## src/shared/port_mux_pkg.sv

```systemverilog
package port_mux_pkg;
  localparam int PORT_W = 32;
  localparam int FREQ_W = 32;
  localparam int PHASE_W = 16;
  localparam int AMP_W = 16;
  localparam int AMP_USED_W = 12;
  localparam int ADDR_W = 8;
  localparam int SYNC_DIV = 4;
  localparam logic [3:0] FN_PARALLEL = 4'h0;
  localparam logic [3:0] FN_SERIAL = 4'h1;
  localparam logic [3:0] FN_FREQ_FULL = 4'h2;
  localparam logic [3:0] FN_FREQ_SWAP = 4'h3;
  localparam logic [3:0] FN_PHASE_AMP = 4'h4;
  localparam logic [3:0] FN_AMP_PHASE = 4'h5;
  localparam logic [3:0] FN_HI_FIRST = 4'h6;
  localparam logic [3:0] FN_HI_LAST = 4'h9;
  localparam logic [3:0] FN_LO_FIRST = 4'hA;
  localparam logic [3:0] FN_LO_LAST = 4'hD;
  localparam int CTL_WRITE_BIT = 0;
  localparam int CTL_READ_BIT = 1;
  localparam int CTL_WIDE_BIT = 2;
  localparam int SER_SCLK_BIT = 0;
  localparam int SER_CS_BIT = 1;
  localparam int SER_SDIO_BIT = 2;
  localparam int SER_SDO_BIT = 3;
  localparam int SER_RESYNC_BIT = 4;
  localparam logic [31:0] FREQ_RESET = 32'h0000_0000;
  localparam logic [15:0] PHASE_RESET = 16'h0000;
  localparam logic [15:0] AMP_RESET = 16'h0000;
  localparam logic [11:0] AMP_USED_MASK = 12'hFFF;
endpackage

```

## src/rtl/parallel_port_function_mux.sv

```systemverilog
`timescale 1ns/1ps
`default_nettype none
module parallel_port_function_mux
  import port_mux_pkg::*;
#(
  parameter int DIV = SYNC_DIV
) (
  input wire logic ref_clk,
  input wire logic sys_rst,
  input wire logic [3:0] function_select,
  input wire logic [31:0] port_data,
  input wire logic io_update,
  input wire logic [2:0] profile_select,
  input wire logic streaming_enable,
  input wire logic output_shift_keying,
  output logic [7:0] prog_data_hi,
  output logic [7:0] prog_data_lo,
  output logic [7:0] prog_address,
  output logic prog_write,
  output logic prog_read,
  output logic prog_wide,
  output logic serial_active,
  output logic serial_clock,
  output logic serial_select_n,
  output logic serial_data_in,
  output logic serial_data_out,
  output logic serial_port_resync,
  output logic [31:0] frequency_tuning_word,
  output logic [15:0] phase_offset_word,
  output logic [15:0] amplitude_scale_word,
  output logic [31:0] core_frequency,
  output logic [15:0] core_phase,
  output logic [11:0] core_amplitude,
  output logic core_amplitude_enable,
  output logic core_load
);
  // Pins from the host pass three flops; a change is taken when stages two and three agree.
  logic [3:0] fn_s1, fn_s2, fn_s3, fn_q;
  logic [31:0] pd_s1, pd_s2, pd_s3, pd_q;
  logic [2:0] ps_s1, ps_s2, ps_s3, ps_q, ps_prev;
  logic [2:0] ctl_s1, ctl_s2, ctl_s3, ctl_q;
  logic [3:0] next_fn_q;
  logic [31:0] next_pd_q;
  logic [2:0] next_ps_q, next_ctl_q;
  logic tick;
  logic upd_pend, next_upd_pend, upd_seen;
  logic [31:0] next_ftw;
  logic [15:0] next_pow, next_amp;
  logic next_prog_write, next_prog_read, next_prog_wide, next_serial_active;
  logic [31:0] next_core_frequency;
  logic [15:0] next_core_phase;
  logic [11:0] next_core_amplitude;
  logic next_core_load, direct, profile_changed;

  function automatic logic is_direct(input logic [3:0] f);
    return (f >= FN_FREQ_FULL) && (f <= FN_LO_LAST);
  endfunction

  sync_clk_divider #(.DIV(DIV)) u_div (
    .ref_clk(ref_clk),
    .sys_rst(sys_rst),
    .tick(tick)
  );

  always_comb begin
    next_fn_q = (fn_s2 == fn_s3) ? fn_s3 : fn_q;
    next_pd_q = (pd_s2 == pd_s3) ? pd_s3 : pd_q;
    next_ps_q = (ps_s2 == ps_s3) ? ps_s3 : ps_q;
    next_ctl_q = (ctl_s2 == ctl_s3) ? ctl_s3 : ctl_q;
  end

  always_ff @(posedge ref_clk) begin
    if (sys_rst) begin
      {fn_s1, fn_s2, fn_s3, fn_q} <= '0;
      {pd_s1, pd_s2, pd_s3, pd_q} <= '0;
      {ps_s1, ps_s2, ps_s3, ps_q} <= '0;
      {ctl_s1, ctl_s2, ctl_s3, ctl_q} <= '0;
    end else begin
      fn_s1 <= function_select;
      fn_s2 <= fn_s1;
      fn_s3 <= fn_s2;
      fn_q <= next_fn_q;
      pd_s1 <= port_data;
      pd_s2 <= pd_s1;
      pd_s3 <= pd_s2;
      pd_q <= next_pd_q;
      ps_s1 <= profile_select;
      ps_s2 <= ps_s1;
      ps_s3 <= ps_s2;
      ps_q <= next_ps_q;
      ctl_s1 <= {io_update, streaming_enable, output_shift_keying};
      ctl_s2 <= ctl_s1;
      ctl_s3 <= ctl_s2;
      ctl_q <= next_ctl_q;
    end
  end

  // Direct lanes and program strobes are sampled only on the sync tick, so the code must be steady across it; program and serial pins follow each cycle.
  always_comb begin
    direct = is_direct(fn_q);
    next_ftw = frequency_tuning_word;
    next_pow = phase_offset_word;
    next_amp = amplitude_scale_word;
    next_prog_write = 1'b0;
    next_prog_read = 1'b0;
    next_prog_wide = prog_wide;
    next_serial_active = (fn_q == FN_SERIAL);
    if (tick) begin
      case (fn_q)
        FN_PARALLEL: begin
          next_prog_write = pd_q[CTL_WRITE_BIT];
          next_prog_read = pd_q[CTL_READ_BIT] & ~pd_q[CTL_WRITE_BIT];
          next_prog_wide = pd_q[CTL_WIDE_BIT];
        end
        FN_FREQ_FULL: next_ftw = pd_q;
        FN_FREQ_SWAP: next_ftw = {pd_q[15:0], pd_q[31:16]};
        FN_PHASE_AMP: begin
          next_pow = pd_q[31:16];
          next_amp[11:0] = {pd_q[11:8], pd_q[7:0]};
        end
        FN_AMP_PHASE: begin
          next_amp[11:0] = {pd_q[27:24], pd_q[23:16]};
          next_pow = pd_q[15:0];
        end
        4'h6, 4'h7, 4'h8, 4'h9: begin
          next_ftw[31:8] = pd_q[31:8];
          case (2'(fn_q - FN_HI_FIRST))
            2'h0: next_amp[15:8] = pd_q[7:0];
            2'h1: next_pow[15:8] = pd_q[7:0];
            2'h2: next_amp[7:0] = pd_q[7:0];
            default: next_pow[7:0] = pd_q[7:0];
          endcase
        end
        4'hA, 4'hB, 4'hC, 4'hD: begin
          next_ftw[23:0] = pd_q[31:8];
          case (2'(fn_q - FN_LO_FIRST))
            2'h0: next_amp[15:8] = pd_q[7:0];
            2'h1: next_pow[15:8] = pd_q[7:0];
            2'h2: next_amp[7:0] = pd_q[7:0];
            default: next_pow[7:0] = pd_q[7:0];
          endcase
        end
        default: begin
          // Serial and the unused codes leave every holding register alone.
        end
      endcase
    end
  end

  // An update or profile change between ticks is remembered and applied on the next tick.
  always_comb begin
    profile_changed = (ps_q != ps_prev);
    upd_seen = upd_pend | ctl_q[2] | profile_changed;
    next_upd_pend = upd_seen;
    next_core_load = 1'b0;
    next_core_frequency = core_frequency;
    next_core_phase = core_phase;
    next_core_amplitude = core_amplitude;
    if (tick) begin
      next_upd_pend = 1'b0;
      if ((ctl_q[1] && direct) || upd_seen) begin
        next_core_load = 1'b1;
        next_core_frequency = (ctl_q[1] && direct) ? next_ftw : frequency_tuning_word;
        next_core_phase = (ctl_q[1] && direct) ? next_pow : phase_offset_word;
        next_core_amplitude = ((ctl_q[1] && direct) ? next_amp[11:0] :
          amplitude_scale_word[11:0]) & AMP_USED_MASK;
      end
    end
  end

  always_ff @(posedge ref_clk) begin
    if (sys_rst) begin
      frequency_tuning_word <= FREQ_RESET;
      phase_offset_word <= PHASE_RESET;
      amplitude_scale_word <= AMP_RESET;
      prog_write <= 1'b0;
      prog_read <= 1'b0;
      prog_wide <= 1'b0;
      serial_active <= 1'b0;
      {serial_clock, serial_select_n, serial_data_in, serial_data_out} <= 4'h1 << 2;
      serial_port_resync <= 1'b0;
      {prog_data_hi, prog_data_lo, prog_address} <= '0;
      core_frequency <= FREQ_RESET;
      core_phase <= PHASE_RESET;
      core_amplitude <= 12'h000;
      core_amplitude_enable <= 1'b0;
      core_load <= 1'b0;
      upd_pend <= 1'b0;
      ps_prev <= 3'h0;
    end else begin
      frequency_tuning_word <= next_ftw;
      phase_offset_word <= next_pow;
      amplitude_scale_word <= next_amp;
      prog_write <= next_prog_write;
      prog_read <= next_prog_read;
      prog_wide <= next_prog_wide;
      serial_active <= next_serial_active;
      if (fn_q == FN_PARALLEL) begin
        prog_data_hi <= pd_q[31:24];
        prog_data_lo <= pd_q[23:16];
        prog_address <= pd_q[15:8];
      end
      if (fn_q == FN_SERIAL) begin
        serial_clock <= pd_q[SER_SCLK_BIT];
        serial_select_n <= pd_q[SER_CS_BIT];
        serial_data_in <= pd_q[SER_SDIO_BIT];
        serial_data_out <= pd_q[SER_SDO_BIT];
        serial_port_resync <= pd_q[SER_RESYNC_BIT];
      end
      core_frequency <= next_core_frequency;
      core_phase <= next_core_phase;
      core_amplitude <= next_core_amplitude;
      core_amplitude_enable <= ctl_q[0];
      core_load <= next_core_load;
      upd_pend <= next_upd_pend;
      ps_prev <= ps_q;
    end
  end

  property p_unused_hold;
    @(posedge ref_clk) disable iff (sys_rst)
      (fn_q[3:1] == 3'h7) |=> $stable(frequency_tuning_word) && $stable(phase_offset_word)
        && $stable(amplitude_scale_word);
  endproperty
  a_unused_hold: assert property (p_unused_hold) else $error("unused code changed a register");

  property p_full_freq;
    @(posedge ref_clk) disable iff (sys_rst)
      (tick && fn_q == FN_FREQ_FULL) |=> (frequency_tuning_word == $past(pd_q));
  endproperty
  a_full_freq: assert property (p_full_freq) else $error("full frequency load wrong");

  property p_swap_freq;
    @(posedge ref_clk) disable iff (sys_rst)
      (tick && fn_q == FN_FREQ_SWAP) |=>
        (frequency_tuning_word == {$past(pd_q[15:0]), $past(pd_q[31:16])});
  endproperty
  a_swap_freq: assert property (p_swap_freq) else $error("swapped frequency load wrong");

  property p_phase_amp;
    @(posedge ref_clk) disable iff (sys_rst)
      (tick && fn_q == FN_PHASE_AMP) |=> (phase_offset_word == $past(pd_q[31:16]))
        && (amplitude_scale_word[11:0] == $past(pd_q[11:0]));
  endproperty
  a_phase_amp: assert property (p_phase_amp) else $error("phase and amplitude load wrong");

  property p_amp_phase;
    @(posedge ref_clk) disable iff (sys_rst)
      (tick && fn_q == FN_AMP_PHASE) |=> (phase_offset_word == $past(pd_q[15:0]))
        && (amplitude_scale_word[11:0] == $past(pd_q[27:16]));
  endproperty
  a_amp_phase: assert property (p_amp_phase) else $error("amplitude and phase load wrong");

  property p_serial_ignore;
    @(posedge ref_clk) disable iff (sys_rst)
      (fn_q == FN_SERIAL) |=> $stable(frequency_tuning_word) && !prog_write;
  endproperty
  a_serial_ignore: assert property (p_serial_ignore) else $error("serial code touched data");

  property p_no_stream_hold;
    @(posedge ref_clk) disable iff (sys_rst)
      (!tick) |=> $stable(core_frequency) && !core_load;
  endproperty
  a_no_stream_hold: assert property (p_no_stream_hold) else $error("core moved off tick");

  property p_stream;
    @(posedge ref_clk) disable iff (sys_rst)
      (tick && ctl_q[1] && fn_q == FN_FREQ_FULL) |=> core_load && (core_frequency == $past(pd_q));
  endproperty
  a_stream: assert property (p_stream) else $error("streaming did not reach core");

  property p_osk;
    @(posedge ref_clk) disable iff (sys_rst)
      1'b1 |=> (core_amplitude_enable == $past(ctl_q[0]));
  endproperty
  a_osk: assert property (p_osk) else $error("amplitude enable does not follow keying bit");
endmodule
`default_nettype wire

```

## src/rtl/sync_clk_divider.sv

```systemverilog
`timescale 1ns/1ps
`default_nettype none
module sync_clk_divider
  import port_mux_pkg::*;
#(
  parameter int DIV = SYNC_DIV
) (
  input wire logic ref_clk,
  input wire logic sys_rst,
  output logic tick
);
  logic [7:0] count;
  logic [7:0] next_count;
  logic next_tick;

  always_comb begin
    next_tick = 1'b0;
    next_count = count + 8'h01;
    if (count == 8'(DIV - 1)) begin
      next_count = 8'h00;
      next_tick = 1'b1;
    end
  end

  always_ff @(posedge ref_clk) begin
    if (sys_rst) begin
      count <= 8'h00;
      tick <= 1'b0;
    end else begin
      count <= next_count;
      tick <= next_tick;
    end
  end
endmodule
`default_nettype wire

```

## config.mk

```make
export PLATFORM = sky130hd
export DESIGN_NAME = parallel_port_function_mux
export DESIGN_NICKNAME = d
export VERILOG_FILES = /design/src/shared/port_mux_pkg.sv /design/src/rtl/parallel_port_function_mux.sv /design/src/rtl/sync_clk_divider.sv
export SDC_FILE = /design/constraint.sdc
export NUM_CORES = 1
export LEC_CHECK = 0
export ABC_AREA = 1
export BUFFER_PORTS_ARGS = -buffer_cell sky130_fd_sc_hd__buf_4
export CAP_MARGIN = 20
export CELL_PAD_IN_SITES_DETAIL_PLACEMENT = 2
export CELL_PAD_IN_SITES_GLOBAL_PLACEMENT = 2
export CORE_UTILIZATION = 32
export DETAILED_ROUTE_END_ITERATION = 16
export PLACE_DENSITY_LB_ADDON = 0.1
export SYNTH_ARGS = -nofsm -noshare
export SYNTH_HDL_FRONTEND = slang
export SYNTH_SLANG_ARGS = --single-unit
```

## constraint.sdc

```tcl
create_clock -name ref_clk -period 1.97 [get_ports ref_clk]
set_input_delay 0.0985 -clock ref_clk [delete_from_list [all_inputs] [get_ports ref_clk]]
set_output_delay 0.0985 -clock ref_clk [all_outputs]
set_load 0.005 [all_outputs]
```

# --- After elaboration in Yosys (flattened, before gate mapping) ---
# Cells that the tools add are included.
totals:
  inputBits: 44
  output_inout_bits: 159
  reg_bits: 340
classes:
  n_addsub: 3
  n_mux: 22
  n_lt_le_gt_ge: 2
  eq_ne: 25
  n_reduce_logical: 19
  bitwise_logic: 6
op_table:
  columns: ["operator", "n"]
  rows:
  - ["32-bit two-way mux", 2]
  - ["8-bit two-way mux", 8]
  - ["16-bit one-hot mux with 4 select lines", 1]
  - ["12-bit one-hot mux with 4 select lines", 1]
  - ["16-bit one-hot mux with 3 select lines", 1]
  - ["32-bit equality test", 1]
  - ["16-bit two-way mux", 2]
  - ["4-bit equality test (second input constant)", 6]
  - ["12-bit two-way mux", 2]
  - ["8-bit one-hot mux with 3 select lines", 1]
  - ["4-bit by 3-bit equality test with 1-bit output (second input constant)", 4]
  - ["8-bit one-hot mux with 2 select lines", 1]
  - ["3-bit OR reduction", 3]
  - ["8-bit by 1-bit adder with 8-bit output (second input constant)", 1]
  - ["4-bit by 2-bit equality test with 1-bit output (second input constant)", 2]
  - ["8-bit by 2-bit equality test with 1-bit output (second input constant)", 1]
  - ["4-bit one-hot mux with 2 select lines", 1]
  - ["4-bit OR reduction", 2]
  - ["3-bit equality test", 2]
  - ["2-bit OR reduction", 3]
  - ["5-bit OR reduction", 1]
  - ["2-bit by 1-bit equality test with 1-bit output (second input constant)", 2]
  - ["2-bit equality test (second input constant)", 2]
  - ["4-bit by 1-bit equality test with 1-bit output (second input constant)", 1]
  - ["other kinds (17)", 26]

# --- Longest topological paths before layout ---
depth:
  word_depth: 7
  depth_mapped: 12

# --- Cells and area by module ---
# Synthesis repeated with hierarchy kept, for this count alone.
unflattened:
  cells_unflattened: 2362
  hier_area_um2: 15165.8
modules_own_cells:
  columns: ["mod", "cells_each", "instances", "area_each_um2"]
  rows:
  - ["parallel_port_function_mux", 2297, 1, 14701.6]
  - ["sync_clk_divider", 65, 1, 464.2]

# --- Worst setup path after synthesis ---
# OpenSTA, ideal clock, no wires.
synth_path:
  path_kind: "reg2reg"
  from: "register fn_q[1]"
  to: "register core_frequency[23]"
  setup_slack_ps: 425
  stages_incl_launch_ff: 12
  required_ps: 1852
  arrival_time_ps: 1427
  n_path_buf: 2
  path_cell_list: "dfxtp_1 buf_6 inv_4 nor2_1 nand2_4 nand2_8 nor2_2 nor2_4 buf_6 nand2_1 nand3_1 a21oi_1"
synth_via:
  elab_chain_cells: 5
  word_cells_on_any_way: 21
  classes_between: "order compare (2); eq/ne (10); mux (3); reduce/logical (6)"
synth_rtl:
  columns: ["item", "line", "rtl"]
  rows:
  - ["from (decl)", "parallel_port_function_mux.sv:38", "logic [3:0] fn_s1, fn_s2, fn_s3, fn_q;"]
  - ["from (signal assigned)", "parallel_port_function_mux.sv:82", "fn_q <= next_fn_q;"]
  - ["4-bit by 3-bit equality test with 1-bit output (tied with other cells)", "parallel_port_function_mux.sv:109", "case (fn_q)"]
  - ["5-bit OR reduction (no source line) (tied with other cells)", null, null]
  - ["16-bit one-hot mux with 3 select lines / 1-bit logical AND (equally long branches)", "parallel_port_function_mux.sv:109, parallel_port_function_mux.sv:161, parallel_port_function_mux.sv:163", null]
  - ["32-bit two-way mux / 1-bit logical OR (equally long branches)", "parallel_port_function_mux.sv:108, parallel_port_function_mux.sv:161", null]
  - ["32-bit two-way mux / 2-bit AND reduction (equally long branches)", null, null]
  - ["to (signal assigned)", "parallel_port_function_mux.sv:210", "core_frequency <= next_core_frequency;"]
  - ["to (decl)", "parallel_port_function_mux.sv:31", "output logic [31:0] core_frequency,"]
# Several ways; a longest one is shown, not always the timed one.
# A chain may end at the register's enable or synchronous reset.

# --- Worst setup path after layout ---
layout_path:
  from: "register fn_q[1]"
  to: "register core_frequency[7]"
layout_via:
  elab_chain_cells: 5
  word_cells_on_any_way: 16
  classes_between: "order compare (2); eq/ne (6); mux (3); reduce/logical (5)"
layout_rtl:
  columns: ["item", "line"]
  rows:
  - ["4-bit equality test (tied with other cells)", "parallel_port_function_mux.sv:109"]
  - ["4-bit OR reduction / 1-bit logical AND (equally long branches)", "parallel_port_function_mux.sv:109, parallel_port_function_mux.sv:56"]
  - ["8-bit one-hot mux with 3 select lines / 1-bit logical AND (equally long branches)", "parallel_port_function_mux.sv:109, parallel_port_function_mux.sv:161, parallel_port_function_mux.sv:163"]
  - ["32-bit two-way mux / 1-bit logical OR (equally long branches)", "parallel_port_function_mux.sv:108, parallel_port_function_mux.sv:161"]
  - ["32-bit two-way mux / 2-bit AND reduction (equally long branches)", null]
# Several ways; a longest one is shown, not always the timed one.

==> flow_summary.ini <==
[critical_path]
cp-start-kind = register
critical-path-slowest-cell = dfxtp_1
worst-path-stages = 10
reg2reg_to = core_frequency[7]
crit_family = simple AND/OR/NAND/NOR gates
worstPathRequired_ns = 2.48
critical-path-max-stage-delay_ns = 0.45
path_class = reg2reg
critPathCaptureType = register
r2r_cells = 10
worstPathCellList = buf_4 -> nand2_1 -> nor2_2 -> buf_4 -> nand2_1 -> nand2_1 -> nor2_1 -> nand2_1 -> nand3_1 -> a21oi_1
timing.rr.start = fn_q[1]
rrSetupSlack_ns = 0.11
cpMostUsedCell = nand2_1
crit_fanout = 6
crit_arrival_ns = 2.37
path_buf_inv = 2

[global_route]
gr-total-overflow = 0
antenna_found_initial = 0
grt_pass1_vias = 16500
grt_pass1_wl_um = 91800
grt_max_degree = 79
grt_usage_pct = 24.9

[synth]
synth_top_family_by_area = simple AND/OR/NAND/NOR gates
synthFlopType = dfxtp_1
synth_xor_area_share_pct = 1.18
ys_seq_area_share_pct = 45.9
ys.warnings.count = 0
async_reset_ff_share_pct = 0
syn_area_mm2 = 0.0148
synth_edf_count = 0
synth_compound_area_share_pct = 10.6
synth.distinct_cells = 36
yosys_register_bits = 340
muxShareOfSynthArea_pct = 0
synthAdderAreaFrac_pct = 0.0843
netlist_instances = 2215
syn_area_per_cell_um2 = 6.70
synth-simple-area-share_pct = 30.5
syn_nets = 2260

[routing]
via_per_inst = 4.83
dr.pass1.iters = 4
wl_um = 58300
wl_per_cell_um = 18.7
vias = 15000
drc_errors = 0
antenna_left = 0
drt_iter0_drc = 578

[sta]
fin_skew_ns = 0.0224
period_minus_slack_ns = 1.86
tightest_slew_ns = 0.758
final-setup-viol-count = 0
finalHoldViolCount = 0
rsz0062_at_grt = no
relSlewSlack_pct = 49.5
period_share_pct = 94.4
fmax_mhz = 538
final_max_slew_viol_count = 0

[clocking]
clock_latency_ns = 0.58
htreeDepth = 2
clock-sinks = 340
cts_buffers = 41
cts_root_buffer = clkbuf_16
clock_path_buffers = 3
clk_pin_slew_ns = 0.05
cts_tree = done

[final_layout]
final_cell_area_mm2 = 0.0193
fin_util_pct = 42.4
n_fill_cell = 5333
finalNonFillerCells = 3113
area_growth_pct = 30.3
num-nets-final = 2526
diodes = 0
drive_gt1_share_pct = 15.6

[worst_hold_path]
hold_path_class = in2reg
min_path_cells = 4
hold_end = ps_s1[0]
hp-start = profile_select[0]

[outcome]
status = finished, final reports clean

[placement]
post-dp-hpwl_um = 41100
port_buffers = 202
gp_congestion = 0.845
place_area_mm2 = 0.0173
dp.cells = 2984

[pwr]
p_leak_uw = 0.00908
netSwitchingPower_uw = 4610
swShare_pct = 26.3
powerDensity_mw_per_mm2 = 905
pwr-share-clk_pct = 46.7
p_seq_share_pct = 42.3
max-vdd-ir-drop_mv = 0.569
pwr-share-comb_pct = 11.0
internal-power_uw = 12900

[floorplan]
die_w_um = 217
die-area_mm2 = 0.0472
fp.dieH_um = 217
initial_core_util_pct = 32.6
rows = 78
ios = 203
coreArea_mm2 = 0.0456

[flow_run]
max-cap-violations = 0
[placed cells by master (no fill, tap or decap), types with 2 or more instances in the layout]
master	instances
nor3_1	7
clkbuf_8	9
nor2_1	341
buf_4	254
clkinv_8	2
xor2_1	10
dfxtp_1	338
nand2_1	613
a21oi_1	204
clkbuf_16	41
o21ai_0	78
dfxtp_2	2
inv_1	323
nand2_2	5
nand4_1	5
nand3_2	3
clkinv_2	11
dlygate4sd3_1	51
inv_2	4
nor2_4	4
nand3_4	2
clkbuf_1	4
buf_12	17
o21ai_4	2
o21ai_1	3
or2_2	11
xnor2_1	10
o211ai_1	10
nand3_1	120
nor2_2	7
nand2_4	2
bufinv_16	6
buf_6	2
[registers in the layout (all words and copies together) (netlist names), 4 cells and up]
signal,flops
frequency_tuning_word,32
prog_data_lo,8
prog_data_hi,8
amplitude_scale_word,16
phase_offset_word,16
u_div.count,8
pd_s3,32
pd_s1,32
fn_s3,4
core_amplitude,12
fn_q,4
core_phase,16
fn_s2,4
core_frequency,32
pd_s2,32
fn_s1,4
prog_address,8
pd_q,32
[worst min-delay path: stages]
cell and delay, ns:
dlygate4sd3_1 0.52, buf_4 0.10, inv_1 0.03, nor2_1 0.06
[worst max path at each step]
stage / slack [ns] / endpoint / from
6_report: 0.11 / core_frequency[7] / fn_q[1]
5_1_grt: 0.02 / pd_q[0] / pd_s3[18]
4_1_cts: 0.08 / core_frequency[5] / fn_q[1]
3_5_place_dp: -0.05 / core_frequency[11] / fn_q[1]
3_3_place_gp: 0.07 / core_frequency[11] / fn_q[2]
2_1_floorplan: 0.42 / core_frequency[23] / fn_q[1]
[repair_timing]
item                                    in CTS  in global routing
hold buffers                                51                  0
setup buffers                                3                  0
endpoints found under the hold margin       53                  0
gates resized for setup                      1                  5
endpoints found under the setup margin      24                 19
pin swaps                                    1                  0
[final cells by class]
type	count	area [µm²]	area share [%]
Tap cell	600	751	3.88
Multi-Input combinational cell	1444	6300	32.6
Clock buffer	54	1160	6.02
Inverter	330	1240	6.42
Timing Repair Buffer	324	2780	14.4
Sequential cell	340	6810	35.2
Clock inverter	21	288	1.49
[kinds of logic after synthesis]
group	after synthesis
XOR/XNOR	20
adder cells (fa/ha/maj)	1
AO/OA/AOI/OAI	301
buffers and inverters	431
AND/OR/NAND/NOR	1122
flip-flops	340
[routing by layer]
layer,vias to the layer above,routed length (µm),global-route usage (%)
li1,7291,-,-
met1,7370,25200,30.2
met2,257,29500,45.2
met3,106,1900,2.84
met4,0,1670,8.73
met5,-,0,0
[power groups by stage]
stage               registers (µW)  clock network [µW]  logic [µW]
floorplan                     7470                   0        1030
global placement              7540                   0        1750
detailed placement            7560                   0        1830
CTS                           7410                8350        1950
global route                  7430                8600        2140
finish                        7410                8170        1930
[cells in the mapped netlist (all sizes together), types with 5 or more instances]
| cell | n | area (µm²) |
|---|---|---|
| a21oi | 205 | 1030 |
| buf | 41 | 279 |
| clkbuf | 60 | 225 |
| dfxtp | 340 | 6810 |
| inv | 328 | 1230 |
| nand2 | 621 | 2370 |
| nand3 | 125 | 666 |
| nand4 | 5 | 31.3 |
| nor2 | 352 | 1360 |
| nor3 | 7 | 35.0 |
| o211ai | 10 | 75.1 |
| o21ai | 84 | 447 |
| or2 | 11 | 68.8 |
| xnor2 | 10 | 87.6 |
| xor2 | 10 | 87.6 |
[stage by stage]
step | power (µW) | worst slack, ns | setup TNS [ns] | hold WS, ns
after floorplan | 8500 | 0.425 | 0 | 0.205
after global placement | 9300 | 0.0653 | 0 | 0.300
after detailed placement | 9380 | -0.0488 | -0.0488 | 0.308
after CTS | 17700 | 0.0794 | 0 | 0.243
after global routing | 18200 | 0.0206 | 0 | 0.303
final | 17500 | 0.111 | 0 | 0.278
(Power assumes the default switching activity.)
